[config.mk]
export PLATFORM = sky130hd
export DESIGN_NAME = phy_management_access
export DESIGN_NICKNAME = d
export VERILOG_FILES = /design/src/verilog/phy_mgmt_pkg.sv /design/src/verilog/mdio_frame_engine.sv /design/src/verilog/phy_management_access.sv
export VERILOG_INCLUDE_DIRS = /design/src /design/src/verilog
export SDC_FILE = /design/constraint.sdc
export NUM_CORES = 1
export LEC_CHECK = 0
export ABC_AREA = 0
export BUFFER_PORTS_ARGS = -buffer_cell sky130_fd_sc_hd__buf_4
export CAP_MARGIN = 20
export CORE_MARGIN = 2
export CORE_UTILIZATION = 45
export CTS_BUF_LIST = sky130_fd_sc_hd__clkbuf_8
export DETAILED_ROUTE_END_ITERATION = 7
export PLACE_DENSITY_LB_ADDON = 0.05
export SYNTH_ARGS = -nofsm -noshare
export SYNTH_HDL_FRONTEND = slang
export SYNTH_SLANG_ARGS = --single-unit
[constraint.sdc]
create_clock -name i_clk -period 2.6 [get_ports i_clk]
set_clock_uncertainty 0.15 [all_clocks]
set_input_delay 0.26 -clock i_clk [delete_from_list [all_inputs] [get_ports i_clk]]
set_output_delay 0.26 -clock i_clk [all_outputs]
set_load 0.02 [all_outputs]
[src/verilog/phy_mgmt_params.svh]
`ifndef PHY_MGMT_PARAMS_SVH
`define PHY_MGMT_PARAMS_SVH

// Register indices; byte address is four times the index
`define ACC_INDEX       8'h06
`define DATA_INDEX      8'h07
`define ACC_ADDR        (8'(`ACC_INDEX * 4))
`define DATA_ADDR       (8'(`DATA_INDEX * 4))

// Access register fields
`define ACC_PHY_MSB     15
`define ACC_PHY_LSB     11
`define ACC_REG_MSB     10
`define ACC_REG_LSB     6
`define ACC_WR_BIT      1
`define ACC_BUSY_BIT    0
`define DATA_MSB        15
`define REG_RESET       32'h0000_0000
`define INT_PHY_ADDR    5'h01

// Management frame fields
`define MF_PREAMBLE     32'hFFFF_FFFF
`define MF_START        2'h1
`define MF_OP_READ      2'h2
`define MF_OP_WRITE     2'h1
`define MF_TA_WRITE     2'h2
`define MF_TA_READ      2'h3
`define MF_RD_FILL      16'hFFFF
`define MF_TA_FIRST     6'h2E
`define MF_DATA_FIRST   6'h30
`define MF_LAST_BIT     6'h3F

// Timing: management clock period is a least time, rounded up
`define CLK_PERIOD_NS   4
`define MDC_PERIOD_NS   400
`define MDC_HALF_CYC    (((`MDC_PERIOD_NS / 2) + `CLK_PERIOD_NS - 1) / `CLK_PERIOD_NS)

`endif

[src/verilog/phy_mgmt_pkg.sv]
package phy_mgmt_pkg;
  typedef enum logic [1:0] {
    MF_IDLE = 2'h1,
    MF_RUN  = 2'h2
  } mf_state_type;
endpackage
[src/verilog/mdio_frame_engine.sv]
`timescale 1ns/1ps
`include "phy_mgmt_params.svh"
module mdio_frame_engine (
  input  wire logic        i_clk,
  input  wire logic        i_rst_b,
  input  wire logic        i_start,
  input  wire logic        i_write,
  input  wire logic [4:0]  i_phy_addr,
  input  wire logic [4:0]  i_reg_index,
  input  wire logic [15:0] i_wdata,
  input  wire logic        i_mdio,
  output logic             o_mdc,
  output logic             o_mdio,
  output logic             o_mdio_oe_b,
  output logic             o_done,
  output logic [15:0]      o_rdata
);
  import phy_mgmt_pkg::*;

  localparam logic [5:0] HALF_LAST = 6'(`MDC_HALF_CYC - 1);

  mf_state_type state_q, state_d;
  logic [63:0]  frame_q, frame_d;
  logic [5:0]   bit_q, bit_d, phase_q, phase_d, nbit;
  logic         mdc_q, mdc_d, mdio_q, mdio_d, oe_b_q, oe_b_d;
  logic         done_q, done_d, write_q, write_d;
  logic [15:0]  rdata_q, rdata_d;
  logic         sync1_q, sync2_q;

  // Pin synchroniser; only the second stage feeds logic
  always_ff @(posedge i_clk) begin
    if (!i_rst_b) begin
      sync1_q <= 1'b1;
      sync2_q <= 1'b1;
    end else begin
      sync1_q <= i_mdio;
      sync2_q <= sync1_q;
    end
  end

  // Frame sequencer: drive on falling MDC, sample on rising MDC
  always_comb begin
    state_d = state_q;
    frame_d = frame_q;
    bit_d   = bit_q;
    phase_d = phase_q;
    mdc_d   = mdc_q;
    mdio_d  = mdio_q;
    oe_b_d  = oe_b_q;
    write_d = write_q;
    rdata_d = rdata_q;
    done_d  = 1'b0;
    nbit    = bit_q + 6'h01;
    unique case (state_q)
      MF_IDLE: begin
        mdc_d  = 1'b0;
        oe_b_d = 1'b1;
        if (i_start) begin
          frame_d = {`MF_PREAMBLE, `MF_START,
                     i_write ? `MF_OP_WRITE : `MF_OP_READ,
                     i_phy_addr, i_reg_index,
                     i_write ? `MF_TA_WRITE : `MF_TA_READ,
                     i_write ? i_wdata : `MF_RD_FILL};
          write_d = i_write;
          bit_d   = 6'h00;
          phase_d = 6'h00;
          mdio_d  = 1'b1;
          oe_b_d  = 1'b0;
          state_d = MF_RUN;
        end
      end
      MF_RUN: begin
        if (phase_q == HALF_LAST) begin
          phase_d = 6'h00;
          mdc_d   = ~mdc_q;
          if (!mdc_q) begin
            // Rising edge: PHY data has been stable for a half period
            if (!write_q && bit_q >= `MF_DATA_FIRST)
              rdata_d = {rdata_q[14:0], sync2_q};
          end else if (bit_q == `MF_LAST_BIT) begin
            done_d  = 1'b1;
            oe_b_d  = 1'b1;
            state_d = MF_IDLE;
          end else begin
            bit_d  = nbit;
            mdio_d = frame_q[~nbit];
            oe_b_d = !write_q && nbit >= `MF_TA_FIRST;
          end
        end else begin
          phase_d = phase_q + 6'h01;
        end
      end
      default: begin
        state_d = MF_IDLE;
        oe_b_d  = 1'b1;
      end
    endcase
  end

  // Frame sequencer registers
  always_ff @(posedge i_clk) begin
    if (!i_rst_b) begin
      state_q <= MF_IDLE;
      frame_q <= 64'h0000_0000_0000_0000;
      bit_q   <= 6'h00;
      phase_q <= 6'h00;
      mdc_q   <= 1'b0;
      mdio_q  <= 1'b1;
      oe_b_q  <= 1'b1;
      write_q <= 1'b0;
      rdata_q <= 16'h0000;
      done_q  <= 1'b0;
    end else begin
      state_q <= state_d;
      frame_q <= frame_d;
      bit_q   <= bit_d;
      phase_q <= phase_d;
      mdc_q   <= mdc_d;
      mdio_q  <= mdio_d;
      oe_b_q  <= oe_b_d;
      write_q <= write_d;
      rdata_q <= rdata_d;
      done_q  <= done_d;
    end
  end

  assign o_mdc       = mdc_q;
  assign o_mdio      = mdio_q;
  assign o_mdio_oe_b = oe_b_q;
  assign o_done      = done_q;
  assign o_rdata     = rdata_q;

  a_phy_addr_load: assert property (
    @(posedge i_clk) disable iff (!i_rst_b)
    state_q == MF_IDLE && i_start |=> frame_q[27:23] == $past(i_phy_addr))
    else $error("phy address not placed in frame");
  a_reg_index_load: assert property (
    @(posedge i_clk) disable iff (!i_rst_b)
    state_q == MF_IDLE && i_start |=> frame_q[22:18] == $past(i_reg_index))
    else $error("register index not placed in frame");
  a_op_code_sel: assert property (
    @(posedge i_clk) disable iff (!i_rst_b)
    state_q == MF_IDLE && i_start && i_write |=>
    frame_q[29:28] == `MF_OP_WRITE && frame_q[15:0] == $past(i_wdata))
    else $error("write frame opcode or data wrong");
  a_turnaround_rel: assert property (
    @(posedge i_clk) disable iff (!i_rst_b)
    state_q == MF_RUN && !write_q && bit_q >= `MF_TA_FIRST |-> oe_b_q)
    else $error("line driven during read turnaround");
  a_mdc_idle_low: assert property (
    @(posedge i_clk) disable iff (!i_rst_b)
    state_q == MF_IDLE |=> !mdc_q)
    else $error("management clock runs while idle");
endmodule // mdio_frame_engine

[src/verilog/phy_management_access.sv]
//
// What this block does
// PHY address from access bits 15-11; address 00001b is internal.
// Register index from access bits 10-6 selects PHY register.
// Write-select one writes data register to PHY; zero reads into it.
// Access starts only when software writes busy bit one.
// Busy stays one during the access and clears when it completes.
// Software polls busy zero before writing access or data register.
// Software keeps data register unchanged during a PHY write.
// Read data invalid until busy clears; software waits for it.
// Data register holds 16-bit value in low half; upper bits reserved.
// Access runs as a clause 22 MDC/MDIO frame with read turnaround.
//
// The APB register port is this design's own decision.
`timescale 1ns/1ps
`include "phy_mgmt_params.svh"
module phy_management_access (
  input  wire logic        i_clk,
  input  wire logic        i_rst_b,
  input  wire logic        i_psel,
  input  wire logic        i_penable,
  input  wire logic        i_pwrite,
  input  wire logic [7:0]  i_paddr,
  input  wire logic [31:0] i_pwdata,
  output logic [31:0]      o_prdata,
  output logic             o_pready,
  output logic             o_pslverr,
  input  wire logic        i_mdio,
  output logic             o_mdio,
  output logic             o_mdio_oe_b,
  output logic             o_mdc,
  output logic             o_int_phy_sel
);
  import phy_mgmt_pkg::*;

  logic [4:0]  phy_addr_q, phy_addr_d, reg_index_q, reg_index_d;
  logic        write_sel_q, write_sel_d, busy_q, busy_d;
  logic        start_q, start_d, int_sel_q, int_sel_d;
  logic [15:0] data_q, data_d;
  logic [31:0] prdata_q, prdata_d, acc_word;
  logic        pready_q, pready_d, pslverr_q, pslverr_d;
  logic        fire, wr_acc, wr_data, done;
  logic [15:0] rdata;

  // Decode of one register word, shared by read and write paths
  function automatic logic hit(input logic [7:0] addr,
                               input logic [7:0] target);
    hit = (addr == target);
  endfunction

  // One wait state lets every bus output come from a flop
  assign fire    = i_psel && i_penable && pready_q;
  // Writes while busy are dropped so a running frame is never corrupted
  assign wr_acc  = fire && i_pwrite && hit(i_paddr, `ACC_ADDR) && !busy_q;
  assign wr_data = fire && i_pwrite && hit(i_paddr, `DATA_ADDR) && !busy_q;
  assign acc_word = {16'h0000, phy_addr_q, reg_index_q, 4'h0,
                     write_sel_q, busy_q};

  // APB slave answer path
  always_comb begin
    pready_d  = i_psel && i_penable && !pready_q;
    pslverr_d = 1'b0;
    prdata_d  = 32'h0000_0000;
    if (pready_d) begin
      if (hit(i_paddr, `ACC_ADDR))
        prdata_d = acc_word;
      else if (hit(i_paddr, `DATA_ADDR))
        prdata_d = {16'h0000, data_q};
      else
        pslverr_d = 1'b1;
    end
  end

  always_ff @(posedge i_clk) begin
    if (!i_rst_b) begin
      pready_q  <= 1'b0;
      pslverr_q <= 1'b0;
      prdata_q  <= `REG_RESET;
    end else begin
      pready_q  <= pready_d;
      pslverr_q <= pslverr_d;
      prdata_q  <= prdata_d;
    end
  end

  // Access and data registers, busy handshake
  always_comb begin
    phy_addr_d  = phy_addr_q;
    reg_index_d = reg_index_q;
    write_sel_d = write_sel_q;
    busy_d      = busy_q;
    data_d      = data_q;
    start_d     = 1'b0;
    if (wr_acc) begin
      phy_addr_d  = i_pwdata[`ACC_PHY_MSB:`ACC_PHY_LSB];
      reg_index_d = i_pwdata[`ACC_REG_MSB:`ACC_REG_LSB];
      write_sel_d = i_pwdata[`ACC_WR_BIT];
      busy_d      = i_pwdata[`ACC_BUSY_BIT];
      start_d     = i_pwdata[`ACC_BUSY_BIT];
    end
    if (wr_data)
      data_d = i_pwdata[`DATA_MSB:0];
    if (done && busy_q) begin
      busy_d = 1'b0;
      if (!write_sel_q)
        data_d = rdata;
    end
    int_sel_d = busy_d && (phy_addr_d == `INT_PHY_ADDR);
  end

  always_ff @(posedge i_clk) begin
    if (!i_rst_b) begin
      phy_addr_q  <= 5'h00;
      reg_index_q <= 5'h00;
      write_sel_q <= 1'b0;
      busy_q      <= 1'b0;
      data_q      <= 16'h0000;
      start_q     <= 1'b0;
      int_sel_q   <= 1'b0;
    end else begin
      phy_addr_q  <= phy_addr_d;
      reg_index_q <= reg_index_d;
      write_sel_q <= write_sel_d;
      busy_q      <= busy_d;
      data_q      <= data_d;
      start_q     <= start_d;
      int_sel_q   <= int_sel_d;
    end
  end

  // Frame engine owns the management pins
  mdio_frame_engine u_engine (
    .i_clk       (i_clk),
    .i_rst_b     (i_rst_b),
    .i_start     (start_q),
    .i_write     (write_sel_q),
    .i_phy_addr  (phy_addr_q),
    .i_reg_index (reg_index_q),
    .i_wdata     (data_q),
    .i_mdio      (i_mdio),
    .o_mdc       (o_mdc),
    .o_mdio      (o_mdio),
    .o_mdio_oe_b (o_mdio_oe_b),
    .o_done      (done),
    .o_rdata     (rdata)
  );

  assign o_prdata      = prdata_q;
  assign o_pready      = pready_q;
  assign o_pslverr     = pslverr_q;
  assign o_int_phy_sel = int_sel_q;

  // Checks on the access register and busy handshake
  a_busy_on_start: assert property (
    @(posedge i_clk) disable iff (!i_rst_b)
    wr_acc && i_pwdata[`ACC_BUSY_BIT] |=> busy_q && start_q)
    else $error("busy write did not start access");
  a_start_needs_busy: assert property (
    @(posedge i_clk) disable iff (!i_rst_b)
    start_q |-> busy_q && $past(busy_q) == 1'b0)
    else $error("access started without busy set");
  a_busy_holds: assert property (
    @(posedge i_clk) disable iff (!i_rst_b)
    busy_q && !done |=> busy_q)
    else $error("busy dropped before completion");
  a_busy_clears: assert property (
    @(posedge i_clk) disable iff (!i_rst_b)
    busy_q && done |=> !busy_q)
    else $error("busy not cleared on completion");
  a_busy_locks_acc: assert property (
    @(posedge i_clk) disable iff (!i_rst_b)
    busy_q && fire && i_pwrite |=> $stable(phy_addr_q) &&
    $stable(reg_index_q) && $stable(write_sel_q))
    else $error("access fields changed during access");
  a_phy_field_cap: assert property (
    @(posedge i_clk) disable iff (!i_rst_b)
    wr_acc |=> phy_addr_q == $past(i_pwdata[`ACC_PHY_MSB:`ACC_PHY_LSB]))
    else $error("phy address field not captured");
  a_reg_field_cap: assert property (
    @(posedge i_clk) disable iff (!i_rst_b)
    wr_acc |=> reg_index_q == $past(i_pwdata[`ACC_REG_MSB:`ACC_REG_LSB]))
    else $error("register index field not captured");
  a_write_sel_cap: assert property (
    @(posedge i_clk) disable iff (!i_rst_b)
    wr_acc |=> write_sel_q == $past(i_pwdata[`ACC_WR_BIT]))
    else $error("write select not captured");
  a_int_phy_route: assert property (
    @(posedge i_clk) disable iff (!i_rst_b)
    o_int_phy_sel == (busy_q && phy_addr_q == `INT_PHY_ADDR))
    else $error("internal phy select wrong");

  // Checks on the data register
  a_read_capture: assert property (
    @(posedge i_clk) disable iff (!i_rst_b)
    busy_q && done && !write_sel_q |=> data_q == $past(rdata))
    else $error("read result not captured");
  a_write_no_capture: assert property (
    @(posedge i_clk) disable iff (!i_rst_b)
    busy_q && done && write_sel_q |=> $stable(data_q))
    else $error("data register changed after phy write");
  a_data_stable: assert property (
    @(posedge i_clk) disable iff (!i_rst_b)
    busy_q && !done |=> $stable(data_q))
    else $error("data register changed during access");
  a_data_load: assert property (
    @(posedge i_clk) disable iff (!i_rst_b)
    wr_data |=> data_q == $past(i_pwdata[`DATA_MSB:0]))
    else $error("data register write not taken");

  // Checks on the bus answer
  a_data_upper_zero: assert property (
    @(posedge i_clk) disable iff (!i_rst_b)
    i_psel && i_penable && !pready_q && i_paddr == `DATA_ADDR
    |=> o_pready && o_prdata[31:16] == 16'h0000)
    else $error("data register upper half not zero");
  a_unmapped_err: assert property (
    @(posedge i_clk) disable iff (!i_rst_b)
    i_psel && i_penable && !pready_q && !hit(i_paddr, `ACC_ADDR) &&
    !hit(i_paddr, `DATA_ADDR) |=> o_pslverr && o_prdata == `REG_RESET)
    else $error("unmapped address not refused");
  a_apb_one_wait: assert property (
    @(posedge i_clk) disable iff (!i_rst_b)
    $rose(i_psel && i_penable) |-> !o_pready ##1 o_pready)
    else $error("bus answer not after one wait state");
endmodule // phy_management_access

# --- Word level (Yosys, flattened, before mapping) ---
# Cells that the tools add are included.
op_classes:
  n_addsub: 2
  n_mul: 0
  div: 0
  order_cmp: 3
  eq_ne: 12
  shift: 0
  muxes: 39
  n_bitwise: 5
  reduce_logical: 28
ops:
  columns: ["operator", "count"]
  rows:
  - ["$mux W16", 6]
  - ["$mux W6", 5]
  - ["$pmux W6 S2", 2]
  - ["$eq A8 B5 Y1 const B", 2]
  - ["$mux W1", 15]
  - ["$add A6 B1 Y6 const B", 2]
  - ["$eq A6 B6 Y1 const B", 2]
  - ["$ge A6 B6 Y1 const B", 2]
  - ["$logic_and A1 B1 Y1", 12]
  - ["$reduce_and A2 Y1", 6]
  - ["$reduce_and A4 Y1", 3]
  - ["$mux W2", 5]
  - ["$lt A6 B7 Y1 const B", 1]
  - ["$bmux W1 S6", 1]
  - ["$ne A2 B1 Y1 const B", 3]
  - ["$not A6 Y6", 1]
  - ["$pmux W1 S2", 3]
  - ["$eq A5 B1 Y1 const B", 1]
  - ["$mux W5", 1]
  - ["$reduce_and A5 Y1", 1]
  - ["$ne A2 B2 Y1 const B", 2]
  - ["$not A1 Y1", 4]
  - ["$pmux W2 S2", 1]
  - ["$reduce_or A4 Y1", 1]
  - ["5 further kinds", 7]
word_totals:
  reg_bits: 132
  latchBits: 0
  mem_bits_rw: 0
  rom_bits: 0
  out_inout_bits: 38
  memories: 0

# --- Longest topological paths before layout ---
depth:
  word_depth: 8
  ltp_mapped: 10
  mapped_depth_nobuf: 8

# --- Hierarchy ---
# A second synthesis with hierarchy kept.
unflattened:
  hier_cells: 583
  area_unflattened_um2: 5022.3
modules_own_cells:
  columns: ["module", "instances", "cells_per_inst", "area_each_um2", "seq_area_each_um2"]
  rows:
  - ["mdio_frame_engine", 1, 350, 2967.8, 1301.2]
  - ["phy_management_access", 1, 233, 2054.5, 960.9]

# --- Least setup slack after synthesis ---
# OpenSTA, ideal clock, no wires.
synth_path:
  path_type: "flip-flop to flip-flop"
  from: "register u_engine.phase_q[0]"
  to: "register u_engine.rdata_q[1], in the netlist u_engine.o_rdata[1]"
  setup_ns: 0.132
  arrival_ns: 1.775
  required_ns: 2.318
  path_slack_ns: 0.543
  path_stages_with_launch: 10
  n_path_buf: 2
  path_cell_list: "dfxtp_1 > ha_1 > nand4b_4 > nor2_4 > nand2_2 > or4_4 > buf_6 > buf_6 > nand2_1 > a21oi_1"
synth_between:
  elab_chain_cells: 2
synth_lines:
  columns: ["item", "line_no", "source"]
  rows:
  - ["from (decl)", "mdio_frame_engine.sv:24", "logic [5:0] bit_q, bit_d, phase_q, phase_d, nbit;"]
  - ["from (signal assigned)", "mdio_frame_engine.sv:117", "phase_q <= phase_d;"]
  - ["$eq A6 B6 Y1", "mdio_frame_engine.sv:73", "if (phase_q == HALF_LAST) begin"]
  - ["$reduce_and A4 Y1 (no source line)", null, null]
  - ["to (signal assigned)", "mdio_frame_engine.sv:122", "rdata_q <= rdata_d;"]
  - ["to (decl)", "mdio_frame_engine.sv:27", "logic [15:0] rdata_q, rdata_d;"]
# Every way passes these cells.
# A chain may end at the register's enable or synchronous reset.

# --- Worst setup path after layout ---
layout_path:
  from: "register u_engine.bit_q[1]"
  to: "register u_engine.mdio_q, in the netlist u_engine.o_mdio"
layout_between:
  elab_chain_cells: 8
  elab_cells_between_ends: 11
  classes_between: "add/sub (1); eq/ne (2); mux (6); bitwise (1); reduce/logical (1)"
layout_lines:
  columns: ["item", "line_no", "source"]
  rows:
  - ["from (decl)", "mdio_frame_engine.sv:24", null]
  - ["from (signal assigned)", "mdio_frame_engine.sv:116", "bit_q <= bit_d;"]
  - ["$add A6 B1 Y6", "mdio_frame_engine.sv:53", "nbit = bit_q + 6'h01;"]
  - ["$not A6 Y6", "mdio_frame_engine.sv:86", "mdio_d = frame_q[~nbit];"]
  - ["$bmux W1 S6", "mdio_frame_engine.sv:86", null]
  - ["$mux W1 (not written as such)", "mdio_frame_engine.sv:86", null]
  - ["$mux W1", "mdio_frame_engine.sv:80", "end else if (bit_q == `MF_LAST_BIT) begin"]
  - ["$mux W1", "mdio_frame_engine.sv:76", "if (!mdc_q) begin"]
  - ["$mux W1", "mdio_frame_engine.sv:73", null]
  - ["$pmux W1 S2", "mdio_frame_engine.sv:54", "unique case (state_q)"]
  - ["to (signal assigned)", "mdio_frame_engine.sv:119", "mdio_q <= mdio_d;"]
  - ["to (decl)", "mdio_frame_engine.sv:25", "logic mdc_q, mdc_d, mdio_q, mdio_d, oe_b_q, oe_b_d;"]
# Parallel ways exist; a longest one is shown, timed or not. The select of a mux whose other input is x is not followed.

==> results.toml <==
[die]
die_w_um = 109.4
start_util = 0.4608
pin_count = 84
die_area_mm2 = 0.01196
die-height_um = 109.4
rows = 38
core_area_mm2 = 0.01084

[critical_path]
endpoint = "u_engine.o_mdio$_SDFFE_PN1P_"
arrival_ps = 2520
r2r_slack_ps = 280
cp-startpoint = "u_engine.bit_q[1]$_SDFFE_PN0P_"
cp-start-kind = "flop"
r2r_cells = 9
r2r-end = "u_engine.o_mdio$_SDFFE_PN1P_"
cp-end-kind = "flop"
cp_max_fo = 6
worstPathRequired_ps = 2800
worstSetupPathType = "flop to flop"
r2r-start = "u_engine.bit_q[1]$_SDFFE_PN0P_"

[synth]
synth.top_cell.area_share = 0.4529
yosysTopAreaCell = "dfxtp_1"
avgSynthCellArea_um2 = 9.065
ys_ff_latch = 113
synthTopCellsByCount = "dfxtp_1, nor2_1, nand2_1"
async_reset_ff_frac = 0
synth_flop_cell = "dfxtp_1"
ys_warn_count = 0
seq_area_frac_synth = 0.4529
synthesis.area_mm2 = 0.004995
synth_edf_count = 0
synth.most_common_cell = "dfxtp_1"
synth_cells = 551
synth.area.top_cells = "dfxtp_1, mux2i_1, nor2_1, nand2_1, a21oi_1"
synth.distinct_cells = 50

[routing]
drt_pass1_iterations = 4
drt_iter0_drc = 207
ant_nets = 0
wl_um = 11630
vias_per_cell = 5.184
drc = 0
vias = 3976
wire_per_inst_um = 15.16

[grt]
grt_pass1_vias = 3871
grt-ovfl-total = 0
grt_usage = 0.2102
grt_pass1_wl_um = 19220
grt_max_degree = 35
antenna_found_initial = 0

[pwr]
switching_share = 0.2205
p_sw_mw = 0.7871
comb_power_share = 0.041
totalPowerFinal_mw = 3.569
ir_drop_mv = 0.4405
p_int_mw = 2.782
seqPwrFrac = 0.487
power_leakage_nw = 2.362
power.share.clock = 0.472
power_density_mw_per_mm2 = 595.3

[place]
place_area_mm2 = 0.005420
gp_congestion = 0.8072
place_ws_ps = 247.8
dp.cells = 719
portBuffers = 51
dp_hpwl_um = 7984

[clocking]
cts_sinks = 113
numCtsBuffers = 17
cts_tree = "done"
cts_setup_buffers = 0
clkTransAtPathRegs_ps = 70
cts_resized = 0
clkLatencyLatePin_ps = 430
cts_root_buf = "clkbuf_8"
cts_max_level = 4
cts_buffer_depth = 2

[sta]
tightest_slew_ps = 561.5
final.min_clock_period_ps = 2317
rsz0062_at_grt = "false"
fin_ws_ps = 283.2
setup_viol = 0
timing.final.crit_share = 0.8911
maxSlewHeadroom = 0.6251
fmax_ghz = 0.4316
hold_viol = 0
drv_slew = 0
whs_ps = 35.90
tns_ps = 0

[final_layout]
final_core_util = 0.5530
antenna_cells = 0
final_cells = 767
nets = 667
fin_area_mm2 = 0.005995
syn_to_final_growth_pct = 20.02
drive_above_1_share = 0.1834

[min_path]
hold_path.class = "primary input to flop"
hp-start = "i_pwdata[4]"

[run_status]
outcome = "finished clean"

[job]
drv_cap = 0
## routing by layer
layer / global-route usage / wire [um] / up-vias
met3: 0.05928 / 379 / 13
met5: 0 / 0 / -
met1: 0.2724 / 5549 / 1882
li1: - / - / 2000
met2: 0.3399 / 5539 / 81
met4: 0.06600 / 159 / 0
## worst min path at each step
stage                                  end  slack (ps)  depth (start not counted)
3_5_place_dp   u_engine.sync2_q$_SDFF_PN1_         250                          1
3_3_place_gp   u_engine.sync2_q$_SDFF_PN1_         250                          1
6_report              data_q[4]$_SDFF_PN0_          40                          3
2_1_floorplan  u_engine.sync1_q$_SDFF_PN1_         180                          1
4_1_cts               data_q[3]$_SDFF_PN0_           3                          3
5_1_grt               data_q[4]$_SDFF_PN0_          30                          3
## cell usage in the layout, fill, tap and decap left out, drive strengths merged, types with 7 or more instances in the layout
cell type,n
dfxtp,113
nor3b,16
nand3,12
a211oi,20
a21oi,43
nand2,70
inv,13
nor3,23
conb,16
dlygate4sd3,17
nor2,73
mux2i,41
mux4,7
buf,63
nand2b,9
clkbuf,19
## registers in the layout (all words and copies together), names as in the netlist, 2 cells and up
signal	flops
reg_index_q	5
u_engine.frame_q	29
data_q	16
u_engine.phase_q	6
phy_addr_q	5
u_engine.state_q	2
u_engine.o_rdata	16
o_prdata	16
u_engine.bit_q	6
## critical path: stages, from the launching register on
cell and delay [ps]:
dfxtp_1 430, inv_1 70, ha_1 460, buf_4 210
mux2i_1 70, o22a_1 190, o21ai_0 150, o31ai_1 80
or3_1 310, a21oi_1 120
## kinds of logic after synthesis
kind of cell | Yosys count | synth area share
compound gates | 83 | 0.1015
xor+xnor | 9 | 0.01729
other cells | 1 | 0.0007508
simple gates | 228 | 0.2277
mux | 50 | 0.1182
flops | 113 | 0.4529
fa+ha+maj | 6 | 0.01503
buf+inv | 61 | 0.06663
## timing repair
| action | in CTS | in global routing |
|---|---|---|
| endpoints found under the setup margin | 0 | 0 |
| hold buffers | 17 | 0 |
| endpoints found under the hold margin | 17 | 0 |
## power by group through the flow
stage / clock (mW) / sequential [mW] / combinational (mW)
6_report: 1.68 / 1.74 / 0.147
3_3_place_gp: 0 / 1.78 / 0.126
2_1_floorplan: 0 / 1.78 / 0.0839
4_1_cts: 1.73 / 1.74 / 0.147
3_5_place_dp: 0 / 1.78 / 0.127
5_1_grt: 1.81 / 1.74 / 0.159
## final cells by class
| class | count | area [um2] |
|---|---|---|
| Clock inverter | 12 | 142.6 |
| Inverter | 11 | 41.29 |
| Fill cell | 1049 | 4846 |
| Clock buffer | 19 | 261.5 |
| Timing Repair Buffer | 80 | 655.6 |
| Tap cell | 140 | 175.2 |
| Sequential cell | 113 | 2262 |
| Multi-Input combinational cell | 392 | 2456 |
Note: power is estimated with default switching activity, not from simulation.
